File: src/inc/mcuic_pkg.sv
// mcuic_pkg: constants, register map and carrier types of the interrupt controller
// assumes an 8-bit special-function-register port driven by the core on sys_clk
`default_nettype none

package mcuic_pkg;

  // register addresses on the special-function-register port
  localparam logic [7:0] ADDR_ENABLE      = 8'ha8;
  localparam logic [7:0] ADDR_ENABLE_LVL2 = 8'ha9;
  localparam logic [7:0] ADDR_LEVEL       = 8'hb8;
  localparam logic [7:0] ADDR_TIMER01_CTL = 8'h88;

  // reset values
  localparam logic [7:0] RST_ENABLE      = 8'h00;
  localparam logic [7:0] RST_ENABLE_LVL2 = 8'ha0;
  localparam logic [7:0] RST_LEVEL       = 8'h00;

  // irq_enable_reg fields
  localparam int GLOBAL_IRQ_GATE = 7;
  localparam int THERMO_IRQ_ON   = 6;
  localparam int TIMER2_IRQ_ON   = 5;
  localparam int UART_IRQ_ON     = 4;
  localparam int TIMER1_IRQ_ON   = 3;
  localparam int PIN1_IRQ_ON     = 2;
  localparam int TIMER0_IRQ_ON   = 1;
  localparam int PIN0_IRQ_ON     = 0;

  // irq_level_reg fields
  localparam int METER_IRQ_HIGH  = 7;
  localparam int THERMO_IRQ_HIGH = 6;
  localparam int TIMER2_IRQ_HIGH = 5;
  localparam int UART_IRQ_HIGH   = 4;
  localparam int TIMER1_IRQ_HIGH = 3;
  localparam int PIN1_IRQ_HIGH   = 2;
  localparam int TIMER0_IRQ_HIGH = 1;
  localparam int PIN0_IRQ_HIGH   = 0;

  // irq_enable_level_2 fields
  localparam int UART_B_IRQ_HIGH     = 7;
  localparam int CLOCK_IRQ_HIGH      = 6;
  localparam int UART_B_IRQ_ON       = 5;
  localparam int SERIAL_BUS_IRQ_HIGH = 4;
  localparam int METER_IRQ_ON        = 3;
  localparam int CLOCK_IRQ_ON        = 2;
  localparam int SUPPLY_IRQ_ON       = 1;
  localparam int SERIAL_BUS_IRQ_ON   = 0;

  // timer01_control_reg flag positions held here
  localparam int PIN0_FLAG_BIT = 1;
  localparam int PIN1_FLAG_BIT = 3;

  // sources, numbered in polling order, 0 first
  localparam int NSRC        = 13;
  localparam int SRC_SUPPLY  = 0;
  localparam int SRC_CLOCK   = 1;
  localparam int SRC_METER   = 2;
  localparam int SRC_WDOG    = 3;
  localparam int SRC_THERMO  = 4;
  localparam int SRC_PIN0    = 5;
  localparam int SRC_TIMER0  = 6;
  localparam int SRC_PIN1    = 7;
  localparam int SRC_TIMER1  = 8;
  localparam int SRC_SERIAL  = 9;
  localparam int SRC_UART    = 10;
  localparam int SRC_TIMER2  = 11;
  localparam int SRC_UART_B  = 12;

  // vector address = base + step * slot
  localparam logic [15:0] VEC_BASE = 16'h0003;
  localparam logic [15:0] VEC_STEP = 16'h0008;

  // service levels held in the active mask
  localparam int LVL_LOW  = 0;
  localparam int LVL_HIGH = 1;
  localparam int LVL_TOP  = 2;

  typedef struct packed {
    logic [7:0] addr;
    logic       wr;
    logic       rd;
    logic [7:0] wdata;
  } mcuic_sfr_t;

  typedef struct packed {
    logic supply_event_flag;
    logic clock_alarm_flag;
    logic clock_interval_flag;
    logic meter_event_flag;
    logic watchdog_expiry_flag;
    logic thermo_event;
    logic serial_bus_event;
    logic timer0_wrap_flag;
    logic timer1_wrap_flag;
    logic timer2_wrap_flag;
    logic timer2_pin_flag;
    logic uart_tx_done;
    logic uart_rx_done;
    logic uart_b_tx_done;
    logic uart_b_rx_done;
  } mcuic_src_t;

  typedef struct packed {
    logic irq_ack;
    logic reti;
    logic instr_done;
  } mcuic_core_t;

endpackage

`default_nettype wire

File: src/core/mcuic_pin_sync.sv
// mcuic_pin_sync: two-flop synchroniser and falling-edge detector for an interrupt pin
// assumes an asynchronous pin that idles high
`default_nettype none

module mcuic_pin_sync (
  input  wire logic sys_clk,
  input  wire logic rst_n,
  input  wire logic pin_n,
  output logic      pin_low,
  output logic      pin_fall
);

  typedef struct packed {
    logic s1;
    logic s2;
    logic s3;
  } mcuic_sync_st_t;

  mcuic_sync_st_t st_q;
  mcuic_sync_st_t st_d;

  always_comb begin
    st_d    = st_q;
    st_d.s1 = pin_n;
    st_d.s2 = st_q.s1;
    st_d.s3 = st_q.s2;
  end

  always_ff @(posedge sys_clk) begin
    if (!rst_n) begin
      st_q <= 3'b111;
    end else begin
      st_q <= st_d;
    end
  end

  // only the second and third stages are looked at
  assign pin_low  = ~st_q.s2;
  assign pin_fall = st_q.s3 & ~st_q.s2;

endmodule

`default_nettype wire

File: src/core/mcuic_poll_pick.sv
// mcuic_poll_pick: picks the first set request in polling order
// assumes bit 0 is polled first
`default_nettype none

module mcuic_poll_pick (
  input  wire logic [12:0] req,
  output logic             found,
  output logic [3:0]       idx
);

  always_comb begin
    found = 1'b0;
    idx   = 4'h0;
    for (int i = 12; i >= 0; i--) begin
      if (req[i]) begin
        found = 1'b1;
        idx   = 4'(i);
      end
    end
  end

endmodule

`default_nettype wire

File: src/core/mcuic_ctrl.sv
// mcuic_ctrl: interrupt controller of a small microcontroller core
// assumes the core drives the register port, acks vectors and reports reti on sys_clk
//
// What this block does
// - enable bit 7 gates every source
// - per-source enables in enable register bits 6-0
// - level register: one high/low bit for each of eight sources
// - second register bits 7,6,4 set levels
// - second register bits 5,3,2,1,0 enable sources
// - fixed polling order within one level
// - supply request alone at top level
// - external wake leaves pending external interrupt
// - shutdown events leave pin flags untouched
// - thermo and serial-bus requests latched until vectored
// - serial status clears keep pending serial request
// - clock request follows alarm or interval flag
// - vectoring does not clear clock request
// - multi-source vectors not cleared on entry
// - pin flag cleared on vectoring only edge-triggered
// - low-level pin keeps requesting while low
// - timer 2 request is wrap or pin flag
// - supply and meter requests from their flags
// - thermo pending state has no visible flag
// - high preempts low, never same level
// - vector is base plus eight per slot
// - no vectoring right after reti or enable/level register access
`default_nettype none

module mcuic_ctrl (
  input  wire logic                 sys_clk,
  input  wire logic                 rst_n,
  input  wire mcuic_pkg::mcuic_sfr_t  sfr,
  output logic [7:0]                sfr_rdata,
  output logic                      sfr_hit,
  input  wire mcuic_pkg::mcuic_src_t  src,
  input  wire logic                 int0_n,
  input  wire logic                 int1_n,
  input  wire logic                 pin0_edge_select,
  input  wire logic                 pin1_edge_select,
  input  wire logic                 watchdog_irq_mode,
  input  wire logic                 core_shutdown_mode,
  input  wire mcuic_pkg::mcuic_core_t core,
  output logic                      irq_req,
  output logic [15:0]               irq_vector,
  output logic                      pin0_flag,
  output logic                      pin1_flag
);

  typedef struct packed {
    logic [7:0]  irq_enable_reg;
    logic [7:0]  irq_enable_level_2;
    logic [7:0]  irq_level_reg;
    logic        pin0_flag;
    logic        pin1_flag;
    logic        pin0_wake;
    logic        pin1_wake;
    logic        thermo_request;
    logic        serial_request;
    logic [2:0]  active;
    logic        hold_off;
    logic        req;
    logic [3:0]  sel_idx;
    logic [1:0]  sel_lvl;
    logic [15:0] vector;
    logic [7:0]  rdata;
    logic        hit;
  } mcuic_st_t;

  mcuic_st_t st_q;
  mcuic_st_t st_d;

  // vector slot of each source
  function automatic logic [15:0] vec_of(input logic [3:0] idx);
    logic [3:0] slot;
    slot = 4'h0;
    case (idx)
      4'(mcuic_pkg::SRC_PIN0):   slot = 4'h0;
      4'(mcuic_pkg::SRC_TIMER0): slot = 4'h1;
      4'(mcuic_pkg::SRC_PIN1):   slot = 4'h2;
      4'(mcuic_pkg::SRC_TIMER1): slot = 4'h3;
      4'(mcuic_pkg::SRC_UART):   slot = 4'h4;
      4'(mcuic_pkg::SRC_TIMER2): slot = 4'h5;
      4'(mcuic_pkg::SRC_THERMO): slot = 4'h6;
      4'(mcuic_pkg::SRC_SERIAL): slot = 4'h7;
      4'(mcuic_pkg::SRC_SUPPLY): slot = 4'h8;
      4'(mcuic_pkg::SRC_METER):  slot = 4'h9;
      4'(mcuic_pkg::SRC_CLOCK):  slot = 4'ha;
      4'(mcuic_pkg::SRC_WDOG):   slot = 4'hb;
      4'(mcuic_pkg::SRC_UART_B): slot = 4'hc;
      default:                   slot = 4'h0;
    endcase
    return 16'(mcuic_pkg::VEC_BASE + 16'(mcuic_pkg::VEC_STEP * 16'(slot)));
  endfunction

  // true when the port addresses one of the enable or level registers
  function automatic logic is_irq_reg(input logic [7:0] addr);
    return (addr == mcuic_pkg::ADDR_ENABLE) || (addr == mcuic_pkg::ADDR_ENABLE_LVL2) ||
           (addr == mcuic_pkg::ADDR_LEVEL);
  endfunction

  logic        pin0_low;
  logic        pin0_fall;
  logic        pin1_low;
  logic        pin1_fall;
  logic [12:0] pend;
  logic [12:0] en;
  logic [12:0] hi;
  logic [12:0] live;
  logic [12:0] top_req;
  logic [12:0] hi_req;
  logic [12:0] lo_req;
  logic        top_found;
  logic        hi_found;
  logic        lo_found;
  logic [3:0]  top_idx;
  logic [3:0]  hi_idx;
  logic [3:0]  lo_idx;
  logic        ack;
  logic        reg_touch;

  mcuic_pin_sync u_sync0 (
    .sys_clk  (sys_clk),
    .rst_n    (rst_n),
    .pin_n    (int0_n),
    .pin_low  (pin0_low),
    .pin_fall (pin0_fall)
  );

  mcuic_pin_sync u_sync1 (
    .sys_clk  (sys_clk),
    .rst_n    (rst_n),
    .pin_n    (int1_n),
    .pin_low  (pin1_low),
    .pin_fall (pin1_fall)
  );

  // pending, enable and level vectors in polling order
  always_comb begin
    pend = '0;
    en   = '0;
    hi   = '0;
    pend[mcuic_pkg::SRC_SUPPLY] = src.supply_event_flag;
    pend[mcuic_pkg::SRC_CLOCK]  = src.clock_alarm_flag | src.clock_interval_flag;
    pend[mcuic_pkg::SRC_METER]  = src.meter_event_flag;
    pend[mcuic_pkg::SRC_WDOG]   = src.watchdog_expiry_flag & watchdog_irq_mode;
    pend[mcuic_pkg::SRC_THERMO] = st_q.thermo_request;
    pend[mcuic_pkg::SRC_PIN0]   = st_q.pin0_flag | st_q.pin0_wake;
    pend[mcuic_pkg::SRC_TIMER0] = src.timer0_wrap_flag;
    pend[mcuic_pkg::SRC_PIN1]   = st_q.pin1_flag | st_q.pin1_wake;
    pend[mcuic_pkg::SRC_TIMER1] = src.timer1_wrap_flag;
    pend[mcuic_pkg::SRC_SERIAL] = st_q.serial_request;
    pend[mcuic_pkg::SRC_UART]   = src.uart_tx_done | src.uart_rx_done;
    pend[mcuic_pkg::SRC_TIMER2] = src.timer2_wrap_flag | src.timer2_pin_flag;
    pend[mcuic_pkg::SRC_UART_B] = src.uart_b_tx_done | src.uart_b_rx_done;

    en[mcuic_pkg::SRC_SUPPLY] = st_q.irq_enable_level_2[mcuic_pkg::SUPPLY_IRQ_ON];
    en[mcuic_pkg::SRC_CLOCK]  = st_q.irq_enable_level_2[mcuic_pkg::CLOCK_IRQ_ON];
    en[mcuic_pkg::SRC_METER]  = st_q.irq_enable_level_2[mcuic_pkg::METER_IRQ_ON];
    en[mcuic_pkg::SRC_WDOG]   = 1'b1;
    en[mcuic_pkg::SRC_THERMO] = st_q.irq_enable_reg[mcuic_pkg::THERMO_IRQ_ON];
    en[mcuic_pkg::SRC_PIN0]   = st_q.irq_enable_reg[mcuic_pkg::PIN0_IRQ_ON];
    en[mcuic_pkg::SRC_TIMER0] = st_q.irq_enable_reg[mcuic_pkg::TIMER0_IRQ_ON];
    en[mcuic_pkg::SRC_PIN1]   = st_q.irq_enable_reg[mcuic_pkg::PIN1_IRQ_ON];
    en[mcuic_pkg::SRC_TIMER1] = st_q.irq_enable_reg[mcuic_pkg::TIMER1_IRQ_ON];
    en[mcuic_pkg::SRC_SERIAL] = st_q.irq_enable_level_2[mcuic_pkg::SERIAL_BUS_IRQ_ON];
    en[mcuic_pkg::SRC_UART]   = st_q.irq_enable_reg[mcuic_pkg::UART_IRQ_ON];
    en[mcuic_pkg::SRC_TIMER2] = st_q.irq_enable_reg[mcuic_pkg::TIMER2_IRQ_ON];
    en[mcuic_pkg::SRC_UART_B] = st_q.irq_enable_level_2[mcuic_pkg::UART_B_IRQ_ON];

    hi[mcuic_pkg::SRC_CLOCK]  = st_q.irq_enable_level_2[mcuic_pkg::CLOCK_IRQ_HIGH];
    hi[mcuic_pkg::SRC_METER]  = st_q.irq_level_reg[mcuic_pkg::METER_IRQ_HIGH];
    hi[mcuic_pkg::SRC_WDOG]   = 1'b1;
    hi[mcuic_pkg::SRC_THERMO] = st_q.irq_level_reg[mcuic_pkg::THERMO_IRQ_HIGH];
    hi[mcuic_pkg::SRC_PIN0]   = st_q.irq_level_reg[mcuic_pkg::PIN0_IRQ_HIGH];
    hi[mcuic_pkg::SRC_TIMER0] = st_q.irq_level_reg[mcuic_pkg::TIMER0_IRQ_HIGH];
    hi[mcuic_pkg::SRC_PIN1]   = st_q.irq_level_reg[mcuic_pkg::PIN1_IRQ_HIGH];
    hi[mcuic_pkg::SRC_TIMER1] = st_q.irq_level_reg[mcuic_pkg::TIMER1_IRQ_HIGH];
    hi[mcuic_pkg::SRC_SERIAL] = st_q.irq_enable_level_2[mcuic_pkg::SERIAL_BUS_IRQ_HIGH];
    hi[mcuic_pkg::SRC_UART]   = st_q.irq_level_reg[mcuic_pkg::UART_IRQ_HIGH];
    hi[mcuic_pkg::SRC_TIMER2] = st_q.irq_level_reg[mcuic_pkg::TIMER2_IRQ_HIGH];
    hi[mcuic_pkg::SRC_UART_B] = st_q.irq_enable_level_2[mcuic_pkg::UART_B_IRQ_HIGH];
  end

  // global gate, then split into the three levels
  always_comb begin
    live    = pend & en & {13{st_q.irq_enable_reg[mcuic_pkg::GLOBAL_IRQ_GATE]}};
    top_req = '0;
    top_req[mcuic_pkg::SRC_SUPPLY] = live[mcuic_pkg::SRC_SUPPLY];
    hi_req  = live & hi & ~top_req;
    lo_req  = live & ~hi & ~top_req;
  end

  mcuic_poll_pick u_pick_top (
    .req   (top_req),
    .found (top_found),
    .idx   (top_idx)
  );

  mcuic_poll_pick u_pick_hi (
    .req   (hi_req),
    .found (hi_found),
    .idx   (hi_idx)
  );

  mcuic_poll_pick u_pick_lo (
    .req   (lo_req),
    .found (lo_found),
    .idx   (lo_idx)
  );

  assign ack       = core.irq_ack & st_q.req;
  assign reg_touch = (sfr.wr | sfr.rd) & is_irq_reg(sfr.addr);

  always_comb begin
    st_d = st_q;

    // register writes
    if (sfr.wr) begin
      case (sfr.addr)
        mcuic_pkg::ADDR_ENABLE:      st_d.irq_enable_reg     = sfr.wdata;
        mcuic_pkg::ADDR_ENABLE_LVL2: st_d.irq_enable_level_2 = sfr.wdata;
        mcuic_pkg::ADDR_LEVEL:       st_d.irq_level_reg      = sfr.wdata;
        mcuic_pkg::ADDR_TIMER01_CTL: begin
          st_d.pin0_flag = sfr.wdata[mcuic_pkg::PIN0_FLAG_BIT];
          st_d.pin1_flag = sfr.wdata[mcuic_pkg::PIN1_FLAG_BIT];
        end
        default: ;
      endcase
    end

    // register reads, answered one cycle later
    st_d.hit   = sfr.rd & is_irq_reg(sfr.addr);
    st_d.rdata = 8'h00;
    if (sfr.rd) begin
      case (sfr.addr)
        mcuic_pkg::ADDR_ENABLE:      st_d.rdata = st_q.irq_enable_reg;
        mcuic_pkg::ADDR_ENABLE_LVL2: st_d.rdata = st_q.irq_enable_level_2;
        mcuic_pkg::ADDR_LEVEL:       st_d.rdata = st_q.irq_level_reg;
        default:                     st_d.rdata = 8'h00;
      endcase
    end

    // clears on vectoring
    if (ack) begin
      st_d.active[st_q.sel_lvl] = 1'b1;
      case (st_q.sel_idx)
        4'(mcuic_pkg::SRC_PIN0): begin
          st_d.pin0_wake = 1'b0;
          if (pin0_edge_select) begin
            st_d.pin0_flag = 1'b0;
          end
        end
        4'(mcuic_pkg::SRC_PIN1): begin
          st_d.pin1_wake = 1'b0;
          if (pin1_edge_select) begin
            st_d.pin1_flag = 1'b0;
          end
        end
        4'(mcuic_pkg::SRC_THERMO): st_d.thermo_request = 1'b0;
        4'(mcuic_pkg::SRC_SERIAL): st_d.serial_request = 1'b0;
        default: ; // clock and multi-source requests stay with their flags
      endcase
    end

    // latched requests, set wins over clear
    if (src.thermo_event) begin
      st_d.thermo_request = 1'b1;
    end
    if (src.serial_bus_event) begin
      st_d.serial_request = 1'b1;
    end

    // pin flags and wake latches
    if (core_shutdown_mode) begin
      st_d.pin0_flag = st_q.pin0_flag;
      st_d.pin1_flag = st_q.pin1_flag;
      if (pin0_low) begin
        st_d.pin0_wake = 1'b1;
      end
      if (pin1_low) begin
        st_d.pin1_wake = 1'b1;
      end
    end else begin
      if (pin0_edge_select) begin
        if (pin0_fall) begin
          st_d.pin0_flag = 1'b1;
        end
      end else begin
        st_d.pin0_flag = pin0_low;
      end
      if (pin1_edge_select) begin
        if (pin1_fall) begin
          st_d.pin1_flag = 1'b1;
        end
      end else begin
        st_d.pin1_flag = pin1_low;
      end
    end

    // return from interrupt frees the highest active level
    if (core.reti) begin
      if (st_q.active[mcuic_pkg::LVL_TOP]) begin
        st_d.active[mcuic_pkg::LVL_TOP] = 1'b0;
      end else if (st_q.active[mcuic_pkg::LVL_HIGH]) begin
        st_d.active[mcuic_pkg::LVL_HIGH] = 1'b0;
      end else begin
        st_d.active[mcuic_pkg::LVL_LOW] = 1'b0;
      end
    end

    // hold-off until one instruction completes
    if (core.reti || reg_touch || ack) begin
      st_d.hold_off = 1'b1;
    end else if (core.instr_done) begin
      st_d.hold_off = 1'b0;
    end

    // level choice: only a strictly higher level preempts
    st_d.req = 1'b0;
    if (top_found && !st_q.active[mcuic_pkg::LVL_TOP]) begin
      st_d.req     = 1'b1;
      st_d.sel_idx = top_idx;
      st_d.sel_lvl = 2'(mcuic_pkg::LVL_TOP);
    end else if (hi_found && st_q.active[mcuic_pkg::LVL_TOP:mcuic_pkg::LVL_HIGH] == 2'b00) begin
      st_d.req     = 1'b1;
      st_d.sel_idx = hi_idx;
      st_d.sel_lvl = 2'(mcuic_pkg::LVL_HIGH);
    end else if (lo_found && st_q.active == 3'b000) begin
      st_d.req     = 1'b1;
      st_d.sel_idx = lo_idx;
      st_d.sel_lvl = 2'(mcuic_pkg::LVL_LOW);
    end
    if (st_d.hold_off || st_q.hold_off || core_shutdown_mode) begin
      st_d.req = 1'b0;
    end
    st_d.vector = vec_of(st_d.sel_idx);
  end

  always_ff @(posedge sys_clk) begin
    if (!rst_n) begin
      st_q                    <= '0;
      st_q.irq_enable_reg     <= mcuic_pkg::RST_ENABLE;
      st_q.irq_enable_level_2 <= mcuic_pkg::RST_ENABLE_LVL2;
      st_q.irq_level_reg      <= mcuic_pkg::RST_LEVEL;
      st_q.vector             <= mcuic_pkg::VEC_BASE;
    end else begin
      st_q <= st_d;
    end
  end

  assign sfr_rdata  = st_q.rdata;
  assign sfr_hit    = st_q.hit;
  assign irq_req    = st_q.req;
  assign irq_vector = st_q.vector;
  assign pin0_flag  = st_q.pin0_flag;
  assign pin1_flag  = st_q.pin1_flag;

endmodule

`default_nettype wire

File: config.mk
export PLATFORM = sky130hd
export DESIGN_NAME = mcuic_ctrl
export DESIGN_NICKNAME = d
export VERILOG_FILES = /design/src/inc/mcuic_pkg.sv /design/src/core/mcuic_pin_sync.sv /design/src/core/mcuic_poll_pick.sv /design/src/core/mcuic_ctrl.sv
export SDC_FILE = /design/constraint.sdc
export NUM_CORES = 1
export LEC_CHECK = 0
export ABC_AREA = 1
export BUFFER_PORTS_ARGS = -buffer_cell sky130_fd_sc_hd__buf_4
export CELL_PAD_IN_SITES_DETAIL_PLACEMENT = 1
export CELL_PAD_IN_SITES_GLOBAL_PLACEMENT = 1
export CORE_UTILIZATION = 35
export DETAILED_ROUTE_END_ITERATION = 8
export PLACE_DENSITY_LB_ADDON = 0.1
export SYNTH_ARGS = -nofsm -noshare
export SYNTH_HDL_FRONTEND = slang
export SYNTH_SLANG_ARGS = --single-unit
File: constraint.sdc
create_clock -name sys_clk -period 2.3 [get_ports sys_clk]
set_clock_uncertainty 0.2 [all_clocks]
set_input_delay 0.46 -clock sys_clk [delete_from_list [all_inputs] [get_ports sys_clk]]
set_output_delay 0.46 -clock sys_clk [all_outputs]
set_load 0.05 [all_outputs]
==> out/qor.yml <==
run_status:
  status: "finished with violations"
  violations: "design-rule violations, negative setup slack"
cts:
  clkTransAtPathRegs_ns: 0.07
  cts_sinks: 60
  htreeDepth: 3
  tritoncts.num_buffers: 9
  hold_buffers: 0
  cts_max_path_buffers: 2
  tritoncts: "done"
  root_buffer: "clkbuf_8"
  clk_latency_ns: 0.34
worst_setup_path:
  worstPathRequired_ns: 2.37
  critPathMaxStageDelay_ns: 0.38
  worstSetupPathType: "flop to flop"
  crit_path_cell_trace: "nand2_2 -> nor2_1 -> nand2_1 -> a21oi_1 -> nor2_1 -> o21ai_0 -> nand3_1 -> nand2_1 -> nand2_2 -> ha_4 -> inv_2 -> nand3_2 -> nand2_1 -> inv_2 -> a21oi_2"
  crit_arrival_ns: 2.45
  slowest_stage: "dfxtp_4"
  crit_path_end_kind: "flop"
  crit_path_frequent_cell: "nand2_1"
  critPathMaxFanout: 4
  critPathLaunchType: "flop"
  path_buf_inv: 2
  critPathTopFamily: "simple AND/OR/NAND/NOR gates"
logic_synthesis:
  ys_warn_count: 0
  syn_area_per_cell_sq_um: 7.11
  synth-async-reset-ratio_pct: 0
  ys_ff_latch: 60
  seq_area_frac_synth_pct: 37.4
  synth_top_flop_cell: "dfxtp_1"
  synthesis.area_sq_um: 3210
  synth_cells: 452
  synth.distinct_cells: 45
  synth_edf_count: 0
finish:
  final_util_pct: 48.4
  area_delta_synth_final_pct: 32.7
  n_antenna_cell: 0
  final_cell_count_no_fill: 659
  final_layout_size_suffix_gt1_share_pct: 32.5
  finish.net_count: 591
placed_design:
  dp_hpwl_um: 7650
  dp.cells: 636
  place.gp.congestion: 0.818
  portBuffers: 59
die:
  coreArea_sq_um: 8810
  die_h_um: 97.8
  start_util_pct: 36.5
  fp.dieW_um: 97.8
  row_count: 34
  pin_count: 72
  die_area_sq_um: 9570
timing:
  worst_pin_slew_ns: 0.571
  fmax_ghz: 0.420
  drv_slew: 0
  setup_ws_ns: -0.0786
  slew_headroom_pct: 60.9
  setup_viol: 1
  rsz0062_at_grt: "true"
  hold_viol: 0
  finalCritPeriodShare_pct: 103
  post-route-min-period_ns: 2.38
global_route:
  track_usage_pct: 21.8
  grt_max_degree: 29
  overflow: 0
  grt_pass1_wl_um: 16400
  antenna_found_initial: 0
  grt_pass1_vias: 3417
drt:
  vias: 3295
  avgViaCountPerCell: 5.00
  post-route-drc-count: 8
  drtIter0Drc: 107
  first_pass_iters: 8
  totalWireLength_um: 9820
  postRouteAntennaNets: 0
  wire_per_inst_um: 14.9
power:
  peakVddDrop_uv: 280
  p_leak_nw: 2.05
  power.density_nw_per_um2: 513
job:
  maxCapViolCount: 0
hold_path:
  min_path_type: "input port to flop"
==> power by group <==
part | switching, W | internal [W]
sequential | 0.00000788 | 0.00105
clock | 0.000424 | 0.000496
combinational | 0.000129 | 0.0000787
==> kinds of logic (layout without fill, tap and decap cells) <==
kind of cell | after synthesis | in the layout | synth area share (%)
AOI/OAI and AO/OA | 94 | 94 | 16.4
adders and majority gates | 1 | 1 | 0.389
buffers and inverters | 106 | 195 | 15.7
DFF | 60 | 60 | 37.4
other | 2 | 12 | 0.234
and+or+nand+nor | 189 | 189 | 29.8
==> per-layer routing <==
| layer | global-route usage, % | wire [um] |
|---|---|---|
| met1 | 27.2 | 4500 |
| met2 | 37.5 | 4770 |
| met3 | 3.58 | 321 |
| met4 | 8.86 | 228 |
| met5 | 0 | 0 |
==> cell usage in the layout (no fill, tap or decap), drive strengths merged, types with 2 or more instances in the layout <==
cell type  Yosys  layout
clkbuf         5      11
o22ai          6       6
o21ai         31      31
dfxtp         60      60
buf           27     105
inv           73      73
o2111ai        2       2
nand3         20      20
a221oi         2       2
nor3          18      18
nor2          44      44
conb           2      12
nand4         18      18
nand2         80      80
or2            6       6
clkinv         1       4
a21oi         43      43
a31oi          2       2
==> synthesized netlist by cell type, types with 3 or more instances <==
master / instances / area share, %
nor2_1: 37 / 4.3
inv_1: 69 / 8.1
o21ai_1: 3 / 0.47
buf_4: 24 / 5.6
dfxtp_1: 60 / 37
nor3_2: 6 / 1.9
nand3_2: 4 / 1.2
nor3_1: 12 / 1.9
nand4_1: 15 / 2.9
o21ai_0: 28 / 4.4
o22ai_1: 6 / 1.2
inv_2: 3 / 0.35
nand2_2: 7 / 1.4
nand3_1: 15 / 2.3
nand2_1: 72 / 8.4
or2_2: 4 / 0.78
a21oi_1: 41 / 6.4
nand4_2: 3 / 1.2
nor2_2: 6 / 1.2
clkbuf_1: 5 / 0.58
==> final timing paths <==
kind,startpoint,to,slack [ns],cells past startpoint
worst min-delay path,int0_n,u_sync0.st_d[1],0.10,2
worst max-delay path,st_q[65],irq_vector[4],-0.08,15
worst max register to register,st_q[65],irq_vector[4],-0.08,15
worst min register to register,u_sync1.st_d[1],u_sync1.st_d[0],0.22,1
==> sequential cells by signal, summed over array words and instances (netlist names) <==
| register | cells |
|---|---|
| en | 12 |
| hi | 11 |
| irq_req | 1 |
| irq_vector | 4 |
| pend | 2 |
| pin0_flag | 1 |
| pin1_flag | 1 |
| sfr_hit | 1 |
| sfr_rdata | 8 |
| st_q | 13 |
| u_sync0.st_d | 2 |
| u_sync0.st_q | 1 |
| u_sync1.st_d | 2 |
| u_sync1.st_q | 1 |
==> layout make-up <==
type                            count  area [sq um]
Multi-Input combinational cell    296          1650
Clock inverter                      5          52.6
Fill cell                        1149          4540
Clock buffer                       11           131
Tap cell                          108           135
Sequential cell                    60          1210
Timing Repair Buffer              105           808
Inverter                           74           283
==> through the flow <==
step	setup slack [ns]	TNS (ns)	total power [W]	instance area [sq um]	hold WS, ns
2_1_floorplan	-0.0495	-0.0495	0.00121	3260	0.193
3_3_place_gp	-0.192	-0.446	0.00129	3920	0.196
3_5_place_dp	-0.350	-0.979	0.00129	3920	0.201
4_1_cts	-0.0420	-0.0420	0.00222	4200	0.0916
5_1_grt	-0.231	-0.515	0.00227	4260	0.0962
6_report	-0.0786	-0.0786	0.00219	4260	0.105
==> timing repair <==
item | CTS | global route
gates resized for setup | 12 | 15
pin swaps | 9 | 7
setup endpoints to repair | 1 | 7
buffers inserted | 5 | 2
No activity file was read; power rests on OpenSTA's default activity.
